## config.mk

```make
export PLATFORM = sky130hd
export DESIGN_NAME = mtcr_port_tx_flat
export DESIGN_NICKNAME = d
export VERILOG_FILES = /design/src/design/mtcr_pkg.sv /design/src/design/mtcr_if.sv /design/src/design/mtcr_port_tx.sv /design/src/flat_wrapper.sv
export SDC_FILE = /design/constraint.sdc
export NUM_CORES = 2
export LEC_CHECK = 0
export ABC_CLOCK_PERIOD_IN_PS = 8840
export BUFFER_PORTS_ARGS = -buffer_cell sky130_fd_sc_hd__clkbuf_2
export CAP_MARGIN = 15
export CORE_ASPECT_RATIO = 1.75
export CORE_MARGIN = 1.5
export CORE_UTILIZATION = 45
export DETAILED_ROUTE_END_ITERATION = 6
export HOLD_SLACK_MARGIN = 0.05
export PLACE_DENSITY = 0.68
export SYNTH_ARGS = -nofsm -noshare
export SYNTH_HDL_FRONTEND = slang
export SYNTH_SLANG_ARGS = --single-unit
```

## constraint.sdc

```tcl
create_clock -name sys_clk -period 8.84 [get_ports sys_clk]
set_clock_uncertainty 0.05 [all_clocks]
set_input_delay 0.442 -clock sys_clk [delete_from_list [all_inputs] [get_ports sys_clk]]
set_output_delay 0.442 -clock sys_clk [all_outputs]
set_load 0.005 [all_outputs]
```

## src/design/mtcr_pkg.sv

```systemverilog
// Shared constants and types for the transmit collision recovery block.
package mtcr_pkg;
   localparam int FIFO_DEPTH = 32;
   localparam int EOF_BIT = 32;
   localparam int SUP_BIT = 33;
   localparam logic [31:0] JAM_WORD = 32'h55555555;
   localparam logic [3:0] PRE_NIBBLE = 4'h5;
   localparam logic [3:0] SFD_NIBBLE = 4'hD;
   localparam logic [3:0] PRE_LAST = 4'hF;
   localparam logic [3:0] WORD_LAST = 4'h7;
   localparam logic [7:0] LATE_NIBBLES = 8'h80;
   localparam logic [3:0] XS_ATTEMPT = 4'hF;
   localparam logic [3:0] BACKOFF_K_MAX = 4'hA;
   localparam int CLK_PERIOD_NS = 8;
   localparam int SLOT_TIME_NS = 5120;
   localparam int SLOT_CYCLES = (SLOT_TIME_NS + CLK_PERIOD_NS - 1) / CLK_PERIOD_NS;
   localparam logic [31:0] CRC_POLY = 32'hEDB88320;
   localparam logic [31:0] CRC_INIT = 32'hFFFFFFFF;
   localparam logic [15:0] LFSR_SEED_DEF = 16'hACE1;
   localparam int CFG1_NO_CRC_BIT = 4;
   localparam int TS_UNDER_BIT = 0;
   localparam int TS_COLL_BIT = 1;
   localparam int TS_XS_BIT = 2;
   localparam int TS_CRS_BIT = 3;
   localparam int TS_LATE_BIT = 4;
   localparam int TS_OK_BIT = 5;
   localparam logic [4:0] HOST_DATA_OFS = 5'h00;
   localparam logic [4:0] HOST_LAST_OFS = 5'h04;
   localparam logic [4:0] HOST_CLEAR_OFS = 5'h08;
   localparam logic [4:0] HOST_CTRL_OFS = 5'h0C;
   localparam logic [4:0] HOST_STATUS_OFS = 5'h10;
   localparam logic [4:0] HOST_CTRL_RESET = 5'h10;
   localparam int CTRL_ONE_BIT = 2;
   localparam int CTRL_SUP_BIT = 3;
   localparam int CTRL_OE_BIT = 4;
   localparam int STROBE_HALF_CYCLES = 4;

   typedef enum logic [5:0] {
      ST_IDLE = 6'h01,
      ST_PRE = 6'h02,
      ST_DATA = 6'h04,
      ST_CRC = 6'h08,
      ST_JAM = 6'h10,
      ST_BACKOFF = 6'h20
   } mtcr_tx_state_t;

   typedef enum logic [4:0] {
      HS_IDLE = 5'h01,
      HS_SETUP = 5'h02,
      HS_HIGH = 5'h04,
      HS_LOW = 5'h08,
      HS_ACK = 5'h10
   } mtcr_host_state_t;
endpackage : mtcr_pkg

```

## src/design/mtcr_if.sv

```systemverilog
// Interface joining the host end and the port end.
`timescale 1ns/100ps
interface mtcr_if;
   logic fifo_strobe_clock;
   logic fifo_write;
   logic [31:0] fifo_data;
   logic fifo_end_of_frame_marker;
   logic suppress_crc;
   logic clear_tx_retry;
   logic [1:0] host_port_select;
   logic retry_flag_output_enable_n;
   logic single_attempt_select;
   logic tx_fifo_ready;
   logic tx_retry_flag;
   logic tx_retry_flag_oe;
   logic tx_retry_level;

   // The flag pin reads low while nobody drives it.
   assign tx_retry_level = tx_retry_flag_oe & tx_retry_flag;

   modport dev (
      input fifo_strobe_clock, fifo_write, fifo_data, fifo_end_of_frame_marker,
      input suppress_crc, clear_tx_retry, host_port_select,
      input retry_flag_output_enable_n, single_attempt_select,
      output tx_fifo_ready, tx_retry_flag, tx_retry_flag_oe
   );

   modport host (
      output fifo_strobe_clock, fifo_write, fifo_data, fifo_end_of_frame_marker,
      output suppress_crc, clear_tx_retry, host_port_select,
      output retry_flag_output_enable_n, single_attempt_select,
      input tx_fifo_ready, tx_retry_level
   );
endinterface : mtcr_if

```

## src/design/mtcr_port_tx.sv

```systemverilog
// Transmit termination and collision recovery for one port.
//
// The implementer's own choices: the register addresses and the Avalon-MM slave port.
`timescale 1ns/100ps
module mtcr_port_tx
   import mtcr_pkg::*;
#(
   parameter logic [1:0] PORT_INDEX = 2'h0,
   parameter int SLOT_CYCLES_P = SLOT_CYCLES,
   parameter logic [15:0] LFSR_SEED = LFSR_SEED_DEF
)(
   // Clock and reset
   input wire logic sys_clk,
   input wire logic reset,
   // Host side
   mtcr_if.dev hif,
   // Transceiver side
   input wire logic phy_tx_clk,
   input wire logic carrier_sense_in,
   input wire logic collision_in,
   output logic tx_en,
   output logic [3:0] tx_data,
   // Configuration and status
   input wire logic [7:0] config_word1,
   input wire logic [7:0] irq_enable,
   output logic [7:0] tx_status_word,
   output logic tx_status_load,
   output logic tx_irq,
   output logic [15:0] tx_collision_count
);
   localparam int PW = $clog2(FIFO_DEPTH) + 1;
   localparam int AW = PW - 1;

   // ---------------------------------------------------------------
   // Input synchronisers and edge detection.
   // ---------------------------------------------------------------
   logic [40:0] hs1_reg;
   logic [40:0] hs2_reg;
   logic [2:0] ps1_reg;
   logic [2:0] ps2_reg;
   logic strb_d_reg;
   logic tclk_d_reg;
   logic [1:0] sel_s;
   logic oen_s;
   logic one_s;
   logic clr_s;
   logic strb_s;
   logic wr_s;
   logic [33:0] entry_s;
   logic tclk_s;
   logic crs_s;
   logic col_s;
   logic strobe_rise;
   logic nib_en;

   always_ff @(posedge sys_clk) begin
      if (reset) begin
         hs1_reg <= '0;
         hs2_reg <= '0;
         ps1_reg <= '0;
         ps2_reg <= '0;
         strb_d_reg <= 1'b0;
         tclk_d_reg <= 1'b0;
      end else begin
         hs1_reg <= {hif.host_port_select, hif.retry_flag_output_enable_n,
                     hif.single_attempt_select, hif.clear_tx_retry, hif.fifo_strobe_clock,
                     hif.fifo_write, hif.suppress_crc, hif.fifo_end_of_frame_marker,
                     hif.fifo_data};
         hs2_reg <= hs1_reg;
         ps1_reg <= {phy_tx_clk, carrier_sense_in, collision_in};
         ps2_reg <= ps1_reg;
         strb_d_reg <= strb_s;
         tclk_d_reg <= tclk_s;
      end
   end

   assign {sel_s, oen_s, one_s, clr_s, strb_s, wr_s, entry_s} = hs2_reg;
   assign {tclk_s, crs_s, col_s} = ps2_reg;
   assign strobe_rise = strb_s & ~strb_d_reg;
   assign nib_en = tclk_s & ~tclk_d_reg;

   // ---------------------------------------------------------------
   // Transmit FIFO.
   // ---------------------------------------------------------------
   logic [33:0] mem [FIFO_DEPTH];
   logic [PW-1:0] wr_ptr_reg;
   logic [PW-1:0] rd_ptr_reg;
   logic [PW-1:0] start_ptr_reg;
   logic flag_reg;
   logic full;
   logic empty;
   logic wr_fire;
   logic pop;
   logic rewind;

   assign full = (wr_ptr_reg - start_ptr_reg) == PW'(FIFO_DEPTH);
   assign empty = rd_ptr_reg == wr_ptr_reg;
   assign wr_fire = strobe_rise & wr_s & ~flag_reg & ~full;
   assign hif.tx_fifo_ready = ~flag_reg & ~full;

   always_ff @(posedge sys_clk) begin
      if (wr_fire) begin
         mem[wr_ptr_reg[AW-1:0]] <= entry_s;
      end
   end

   // ---------------------------------------------------------------
   // Transmit state machine.
   // ---------------------------------------------------------------
   mtcr_tx_state_t state_reg;
   mtcr_tx_state_t state_next;
   logic [3:0] nib_cnt_reg;
   logic [7:0] frame_nib_reg;
   logic [33:0] word_reg;
   logic [31:0] crc_reg;
   logic [23:0] bo_cnt_reg;
   logic crs_seen_reg;
   logic [3:0] attempt_reg;
   logic [15:0] lfsr_reg;
   logic [3:0] cur_nib;
   logic active;
   logic no_crc;
   logic coll;
   logic done_ok;
   logic under;
   logic crs_err;
   logic xs_e;
   logic late_e;
   logic one_e;
   logic fail;
   logic [3:0] bo_k;

   function automatic logic [31:0] crc_nib(input logic [31:0] c, input logic [3:0] d);
      logic [31:0] r;
      r = c;
      for (int i = 0; i < 4; i++) begin
         r = (r[0] ^ d[i]) ? ((r >> 1) ^ CRC_POLY) : (r >> 1);
      end
      return r;
   endfunction : crc_nib

   function automatic logic [23:0] bo_len(input logic [3:0] k, input logic [9:0] rnd);
      logic [9:0] mask;
      mask = 10'((11'h001 << k) - 11'h001);
      return 24'({14'h0000, rnd & mask} * 24'(SLOT_CYCLES_P));
   endfunction : bo_len

   assign active = (state_reg == ST_PRE) || (state_reg == ST_DATA) || (state_reg == ST_CRC);
   assign no_crc = config_word1[CFG1_NO_CRC_BIT] | word_reg[SUP_BIT];

   always_comb begin
      state_next = state_reg;
      cur_nib = 4'h0;
      pop = 1'b0;
      done_ok = 1'b0;
      under = 1'b0;
      case (state_reg)
         ST_IDLE: begin
            if (!flag_reg && !empty) begin
               state_next = ST_PRE;
            end
         end
         ST_PRE: begin
            cur_nib = (nib_cnt_reg == PRE_LAST) ? SFD_NIBBLE : PRE_NIBBLE;
            if (nib_en && nib_cnt_reg == PRE_LAST) begin
               pop = 1'b1;
               state_next = ST_DATA;
            end
         end
         ST_DATA: begin
            cur_nib = word_reg[{nib_cnt_reg[2:0], 2'b00} +: 4];
            if (nib_en && nib_cnt_reg == WORD_LAST) begin
               if (word_reg[EOF_BIT]) begin
                  done_ok = no_crc;
                  state_next = no_crc ? ST_IDLE : ST_CRC;
               end else if (empty) begin
                  under = 1'b1;
               end else begin
                  pop = 1'b1;
               end
            end
         end
         ST_CRC: begin
            cur_nib = ~crc_reg[3:0];
            if (nib_en && nib_cnt_reg == WORD_LAST) begin
               done_ok = 1'b1;
               state_next = ST_IDLE;
            end
         end
         ST_JAM: begin
            cur_nib = JAM_WORD[3:0];
            if (nib_en && nib_cnt_reg == WORD_LAST) begin
               state_next = ST_BACKOFF;
            end
         end
         ST_BACKOFF: begin
            if (bo_cnt_reg == 24'h000000) begin
               state_next = ST_IDLE;
            end
         end
         default: begin
            state_next = ST_IDLE;
         end
      endcase
      coll = nib_en & active & col_s;
      xs_e = coll & (attempt_reg == XS_ATTEMPT);
      late_e = coll & (frame_nib_reg >= LATE_NIBBLES);
      one_e = coll & one_s;
      crs_err = nib_en & active & ~coll & ((crs_seen_reg & ~crs_s) |
                (done_ok & ~crs_seen_reg & ~crs_s));
      under = under & ~coll;
      rewind = coll & ~xs_e & ~late_e & ~one_e;
      if (coll || under || crs_err) begin
         pop = 1'b0;
         done_ok = 1'b0;
      end
      if (xs_e) begin
         state_next = ST_BACKOFF;
      end else if (late_e || one_e || under || crs_err) begin
         state_next = ST_IDLE;
      end else if (rewind) begin
         state_next = ST_JAM;
      end
      fail = xs_e | late_e | one_e | under | crs_err;
      bo_k = xs_e ? BACKOFF_K_MAX : ((attempt_reg > BACKOFF_K_MAX) ? BACKOFF_K_MAX : attempt_reg);
   end

   always_ff @(posedge sys_clk) begin
      if (reset) begin
         state_reg <= ST_IDLE;
         nib_cnt_reg <= 4'h0;
         frame_nib_reg <= 8'h00;
         word_reg <= '0;
         crc_reg <= CRC_INIT;
         bo_cnt_reg <= 24'h000000;
         crs_seen_reg <= 1'b0;
         tx_en <= 1'b0;
         tx_data <= 4'h0;
      end else begin
         state_reg <= state_next;
         if (nib_en) begin
            tx_en <= active || (state_reg == ST_JAM);
            tx_data <= cur_nib;
            if (state_next != state_reg || (state_reg == ST_DATA && nib_cnt_reg == WORD_LAST)) begin
               nib_cnt_reg <= 4'h0;
            end else begin
               nib_cnt_reg <= nib_cnt_reg + 4'h1;
            end
            if (active && frame_nib_reg != LATE_NIBBLES) begin
               frame_nib_reg <= frame_nib_reg + 8'h01;
            end
            if (state_reg == ST_PRE) begin
               crc_reg <= CRC_INIT;
            end else if (state_reg == ST_DATA) begin
               crc_reg <= crc_nib(crc_reg, cur_nib);
            end else if (state_reg == ST_CRC) begin
               crc_reg <= crc_reg >> 4;
            end
         end
         if (state_reg == ST_IDLE) begin
            nib_cnt_reg <= 4'h0;
            frame_nib_reg <= 8'h00;
            crs_seen_reg <= 1'b0;
         end else if (active && crs_s) begin
            crs_seen_reg <= 1'b1;
         end
         if (pop) begin
            word_reg <= mem[rd_ptr_reg[AW-1:0]];
         end
         if (state_next == ST_BACKOFF && state_reg != ST_BACKOFF) begin
            bo_cnt_reg <= bo_len(bo_k, lfsr_reg[9:0]);
         end else if (state_reg == ST_BACKOFF && bo_cnt_reg != 24'h000000) begin
            bo_cnt_reg <= bo_cnt_reg - 24'h000001;
         end
      end
   end

   // ---------------------------------------------------------------
   // Pointers, flag, random source and counters.
   // ---------------------------------------------------------------
   always_ff @(posedge sys_clk) begin
      if (reset || flag_reg) begin
         wr_ptr_reg <= '0;
         rd_ptr_reg <= '0;
         start_ptr_reg <= '0;
      end else begin
         if (wr_fire) begin
            wr_ptr_reg <= wr_ptr_reg + PW'(1);
         end
         if (rewind) begin
            rd_ptr_reg <= start_ptr_reg;
         end else if (pop) begin
            rd_ptr_reg <= rd_ptr_reg + PW'(1);
         end
         if (state_reg == ST_IDLE) begin
            start_ptr_reg <= rd_ptr_reg;
         end
      end
   end

   always_ff @(posedge sys_clk) begin
      if (reset) begin
         flag_reg <= 1'b0;
      end else if (fail) begin
         flag_reg <= 1'b1;
      end else if (clr_s && sel_s == PORT_INDEX && !oen_s) begin
         flag_reg <= 1'b0;
      end
   end

   assign hif.tx_retry_flag = flag_reg;
   assign hif.tx_retry_flag_oe = ~oen_s;

   always_ff @(posedge sys_clk) begin
      if (reset) begin
         lfsr_reg <= LFSR_SEED;
      end else begin
         lfsr_reg <= {lfsr_reg[14:0], lfsr_reg[15] ^ lfsr_reg[13] ^ lfsr_reg[12] ^ lfsr_reg[10]};
      end
   end

   always_ff @(posedge sys_clk) begin
      if (reset) begin
         attempt_reg <= 4'h0;
         tx_collision_count <= 16'h0000;
      end else begin
         if (coll) begin
            attempt_reg <= attempt_reg + 4'h1;
            tx_collision_count[10:0] <= tx_collision_count[10:0] + 11'h001;
         end
         if (fail || done_ok) begin
            attempt_reg <= 4'h0;
         end
         if (done_ok) begin
            tx_collision_count[15:11] <= {1'b0, attempt_reg} + 5'h01;
         end
      end
   end

   always_ff @(posedge sys_clk) begin
      if (reset) begin
         tx_status_word <= 8'h00;
         tx_status_load <= 1'b0;
         tx_irq <= 1'b0;
      end else begin
         tx_status_load <= coll | under | crs_err | done_ok;
         tx_irq <= 1'b0;
         if (coll || under || crs_err || done_ok) begin
            tx_status_word <= 8'h00;
            tx_status_word[TS_UNDER_BIT] <= under;
            tx_status_word[TS_COLL_BIT] <= coll;
            tx_status_word[TS_XS_BIT] <= xs_e;
            tx_status_word[TS_CRS_BIT] <= crs_err;
            tx_status_word[TS_LATE_BIT] <= late_e;
            tx_status_word[TS_OK_BIT] <= done_ok;
            tx_irq <= |(irq_enable & {2'b00, done_ok, late_e, crs_err, xs_e, coll, under});
         end
      end
   end
endmodule : mtcr_port_tx

```

## src/flat_wrapper.sv

```systemverilog
// flat-port wrapper written by rule: the top's interface ports become plain ports
module mtcr_port_tx_flat import mtcr_pkg::*;
#(
   parameter logic [1:0] PORT_INDEX = 2'h0,
   parameter int SLOT_CYCLES_P = SLOT_CYCLES,
   parameter logic [15:0] LFSR_SEED = LFSR_SEED_DEF
)
  (sys_clk, reset, phy_tx_clk, carrier_sense_in, collision_in, tx_en, tx_data, config_word1, irq_enable, tx_status_word, tx_status_load, tx_irq, tx_collision_count, hif_fifo_strobe_clock, hif_fifo_write, hif_fifo_data, hif_fifo_end_of_frame_marker, hif_suppress_crc, hif_clear_tx_retry, hif_host_port_select, hif_retry_flag_output_enable_n, hif_single_attempt_select, hif_tx_fifo_ready, hif_tx_retry_flag, hif_tx_retry_flag_oe);
  mtcr_if hif_i ();
  input wire logic sys_clk;
  input wire logic reset;
  input wire logic phy_tx_clk;
  input wire logic carrier_sense_in;
  input wire logic collision_in;
  output logic tx_en;
  output logic [3:0] tx_data;
  input wire logic [7:0] config_word1;
  input wire logic [7:0] irq_enable;
  output logic [7:0] tx_status_word;
  output logic tx_status_load;
  output logic tx_irq;
  output logic [15:0] tx_collision_count;
  input wire logic [$bits(hif_i.fifo_strobe_clock)-1:0] hif_fifo_strobe_clock;
  input wire logic [$bits(hif_i.fifo_write)-1:0] hif_fifo_write;
  input wire logic [$bits(hif_i.fifo_data)-1:0] hif_fifo_data;
  input wire logic [$bits(hif_i.fifo_end_of_frame_marker)-1:0] hif_fifo_end_of_frame_marker;
  input wire logic [$bits(hif_i.suppress_crc)-1:0] hif_suppress_crc;
  input wire logic [$bits(hif_i.clear_tx_retry)-1:0] hif_clear_tx_retry;
  input wire logic [$bits(hif_i.host_port_select)-1:0] hif_host_port_select;
  input wire logic [$bits(hif_i.retry_flag_output_enable_n)-1:0] hif_retry_flag_output_enable_n;
  input wire logic [$bits(hif_i.single_attempt_select)-1:0] hif_single_attempt_select;
  output wire logic [$bits(hif_i.tx_fifo_ready)-1:0] hif_tx_fifo_ready;
  output wire logic [$bits(hif_i.tx_retry_flag)-1:0] hif_tx_retry_flag;
  output wire logic [$bits(hif_i.tx_retry_flag_oe)-1:0] hif_tx_retry_flag_oe;
  assign hif_i.fifo_strobe_clock = hif_fifo_strobe_clock;
  assign hif_i.fifo_write = hif_fifo_write;
  assign hif_i.fifo_data = hif_fifo_data;
  assign hif_i.fifo_end_of_frame_marker = hif_fifo_end_of_frame_marker;
  assign hif_i.suppress_crc = hif_suppress_crc;
  assign hif_i.clear_tx_retry = hif_clear_tx_retry;
  assign hif_i.host_port_select = hif_host_port_select;
  assign hif_i.retry_flag_output_enable_n = hif_retry_flag_output_enable_n;
  assign hif_i.single_attempt_select = hif_single_attempt_select;
  assign hif_tx_fifo_ready = hif_i.tx_fifo_ready;
  assign hif_tx_retry_flag = hif_i.tx_retry_flag;
  assign hif_tx_retry_flag_oe = hif_i.tx_retry_flag_oe;
  mtcr_port_tx #(.PORT_INDEX(PORT_INDEX), .SLOT_CYCLES_P(SLOT_CYCLES_P), .LFSR_SEED(LFSR_SEED)) u_core (.sys_clk(sys_clk), .reset(reset), .hif(hif_i), .phy_tx_clk(phy_tx_clk), .carrier_sense_in(carrier_sense_in), .collision_in(collision_in), .tx_en(tx_en), .tx_data(tx_data), .config_word1(config_word1), .irq_enable(irq_enable), .tx_status_word(tx_status_word), .tx_status_load(tx_status_load), .tx_irq(tx_irq), .tx_collision_count(tx_collision_count));
endmodule
```

==> results.json <==
{
  "clk_path_buf_depth": 3,
  "synth_seq_cells": 1355,
  "finalSetupViolCount": 0,
  "crit_top_cell": "a21oi_1",
  "status": "finished, violations left",
  "clock_latency_ns": 0.72,
  "grt_pass1_vias": 28200,
  "drive_gt1_share_pct": 23.6,
  "hold_viol": 0,
  "crit_path_max_incr_delay_ns": 0.55,
  "nets": 3099,
  "tns_ns": 0,
  "ys_types": 84,
  "finish.utilization_pct": 50.9,
  "cts_tree": "built",
  "fin_crit_ns": 4.47,
  "peakVddDrop_mv": 0.172,
  "synth_area_leaders": "edfxtp_1, mux4_2, dfxtp_1",
  "num_rows": 166,
  "syn2layout_area_growth_pct": 12.5,
  "yosys_most_used_dff": "edfxtp_1",
  "avgRoutedWirePerCell_um": 25.8,
  "vias": 26700,
  "initial_core_util_pct": 45.3,
  "overflow": 0,
  "worstPathArrival_ns": 4.98,
  "worstSetupStartpointType": "flop",
  "total_leakage_power_uw": 0.0188,
  "syn-mean-instance-area_sq_um": 18.5,
  "route.detailed.drc": 3,
  "drtIter0Drc": 2269,
  "yosys.area.top_type": "edfxtp_1",
  "synth_area_sq_um": 52800,
  "cts_max_level": 3,
  "synth_cells": 2862,
  "path_clk_slew_ns": 0.07,
  "die-area_sq_um": 120000,
  "max_slew_margin_pct": 22.9,
  "grtUsageTotal_pct": 20.1,
  "dpl.hpwl_mm": 68.8,
  "io_buffers": 84,
  "clock-sinks": 1355,
  "io_pins": 96,
  "viasPerCell": 5.79,
  "powerDensity_nw_per_um2": 204,
  "grt_start_max_net_pins": 99,
  "fp.dieW_um": 262,
  "cp_max_fo": 10,
  "hold_class": "in -> reg",
  "core_sq_um": 117000,
  "dieHeight_um": 456,
  "clockRootBuffer": "clkbuf_16",
  "postRouteAntennaNets": 0,
  "fmax_mhz": 224,
  "crit_chain": "inv_1, or4_1, ha_1, nor4_1, o21ai_0, a21boi_0, ha_1, fa_1, a21o_1, a21oi_1, o21bai_1, a21oi_1, o21ai_0, xnor2_1, a21oi_1, nor2_1",
  "timing.final.crit_share_pct": 50.6,
  "final_max_slew_viol_count": 0,
  "largest_reg_flops": 1088,
  "ys_warn_count": 0,
  "total_power_uw": 12100,
  "cts_buffers": 113,
  "synth_edf_count": 1088,
  "finalWeightedCongestion": 0.812,
  "critPathKind": "reg -> reg",
  "ys_seq_area_share_pct": 71.9,
  "drv_cap": 0,
  "end_kind": "flop",
  "fin_cells": 4609,
  "grt_antenna_before_repair": 1,
  "yosysTopAreaCellShare_pct": 61.8,
  "rsz0062_at_grt": "false",
  "post-place-cells": 4352,
  "routed_wl_mm": 119,
  "post-cts-setup-buffers": 0,
  "hold_ws_ns": 0.249,
  "worstMarginPinSlew_ns": 1.16,
  "async_reset_ff_share_pct": 0,
  "crit_path_top_delay_cell": "or4_1",
  "grt_pass1_wl_mm": 177,
  "required_ns": 9.35,
  "violations": "design-rule violations",
  "detailedRoute.firstPassIterationCount": 7
}
## report_power, final
part / internal (uW) / switching (uW) / total, uW / leakage [uW]
Sequential: 6880 / 60.4 / 6940 / 0.0122
Combinational: 44.4 / 43.9 / 88.3 / 0.00472
Clock: 2830 / 2260 / 5080 / 0.00184
Total: 9750 / 2360 / 12100 / 0.0188
## cells in the final DEF (no fill, tap or decap), types with 24 or more instances in the layout
cell,netlist,routed
ha_1,34,34
nor2_4,1,33
buf_4,3,49
clkbuf_2,0,83
xnor2_1,44,44
a211oi_1,43,43
clkbuf_16,0,118
mux2i_1,49,49
nand2_1,82,82
nor2_1,184,152
a21oi_1,65,65
edfxtp_1,1088,1088
xor2_1,35,35
nor2b_1,111,111
dfxtp_1,267,263
o21ai_0,41,41
nand2b_1,24,24
dlygate4sd3_1,0,47
mux4_2,346,346
## worst paths after layout
path         slack (ns)                  start               endpoint  depth (start not counted)
max                4.37  u_core.attempt_reg[0]  u_core.bo_cnt_reg[18]                         16
min                0.25                  reset      u_core.ps2_reg[1]                          2
max reg2reg        4.37  u_core.attempt_reg[0]  u_core.bo_cnt_reg[18]                         16
min reg2reg        0.36    u_core.lfsr_reg[14]    u_core.lfsr_reg[15]                          1
## layout make-up
cell class              count  area (sq um)
diodes                      2          5.00
clock buffers             153          3230
clock inverters            55           542
fillers                  9162         57300
inverters                  24          92.6
multi-input cells        1326         14300
flip-flops and latches   1355         38000
well taps                1512          1890
repair buffers            182          1310
## critical path, delay by kind of cell (launching register included)
kind	cells	cell delay (ns)
simple gates	3	0.79
xor+xnor	1	0.15
fa+ha+maj	3	1.10
buf+inv	1	0.18
flops	1	0.53
compound gates	8	1.53
## cell families after synthesis
logic type | Yosys count | share of synthesized area (%)
AOI/OAI and AO/OA | 242 | 3.00
xor gates and xnor gates | 81 | 1.40
adders and majority gates | 35 | 0.843
buffers and inverters | 182 | 1.37
DFF | 1355 | 71.9
muxes | 400 | 15.9
other | 1 | 0.00710
and+or+nand+nor | 566 | 5.56
## cells in the mapped netlist (24+ instances only)
master / n
nor2b_1: 111
dfxtp_1: 267
o21ai_0: 41
mux4_2: 346
edfxtp_1: 1088
clkbuf_1: 110
nand2_1: 82
nand2b_1: 24
xor2_1: 35
a21oi_1: 65
buf_2: 25
a211oi_1: 43
xnor2_1: 44
nor2_1: 184
mux2i_1: 49
ha_1: 34
## per-stage QoR
stage	area, sq um	setup slack, ns
finish	59400	4.37
global route	59400	3.96
CTS	59400	4.28
detailed placement	55200	4.29
global placement	55200	4.13
floorplan	52800	4.79
## repair_timing
item | in CTS | in global routing
resized for setup | 0 | 0
hold endpoints to repair | 46 | 0
hold buffers | 47 | 0
## metal layers
layer	vias to the layer above	part of all wire [%]	track usage [%]
met3	218	4.6	2.28
li1	11600	-	-
met4	0	3.1	7.03
met5	-	0	0
met1	14000	37	23.8
met2	834	55	37.3
No activity file was read; power rests on OpenSTA's default activity.
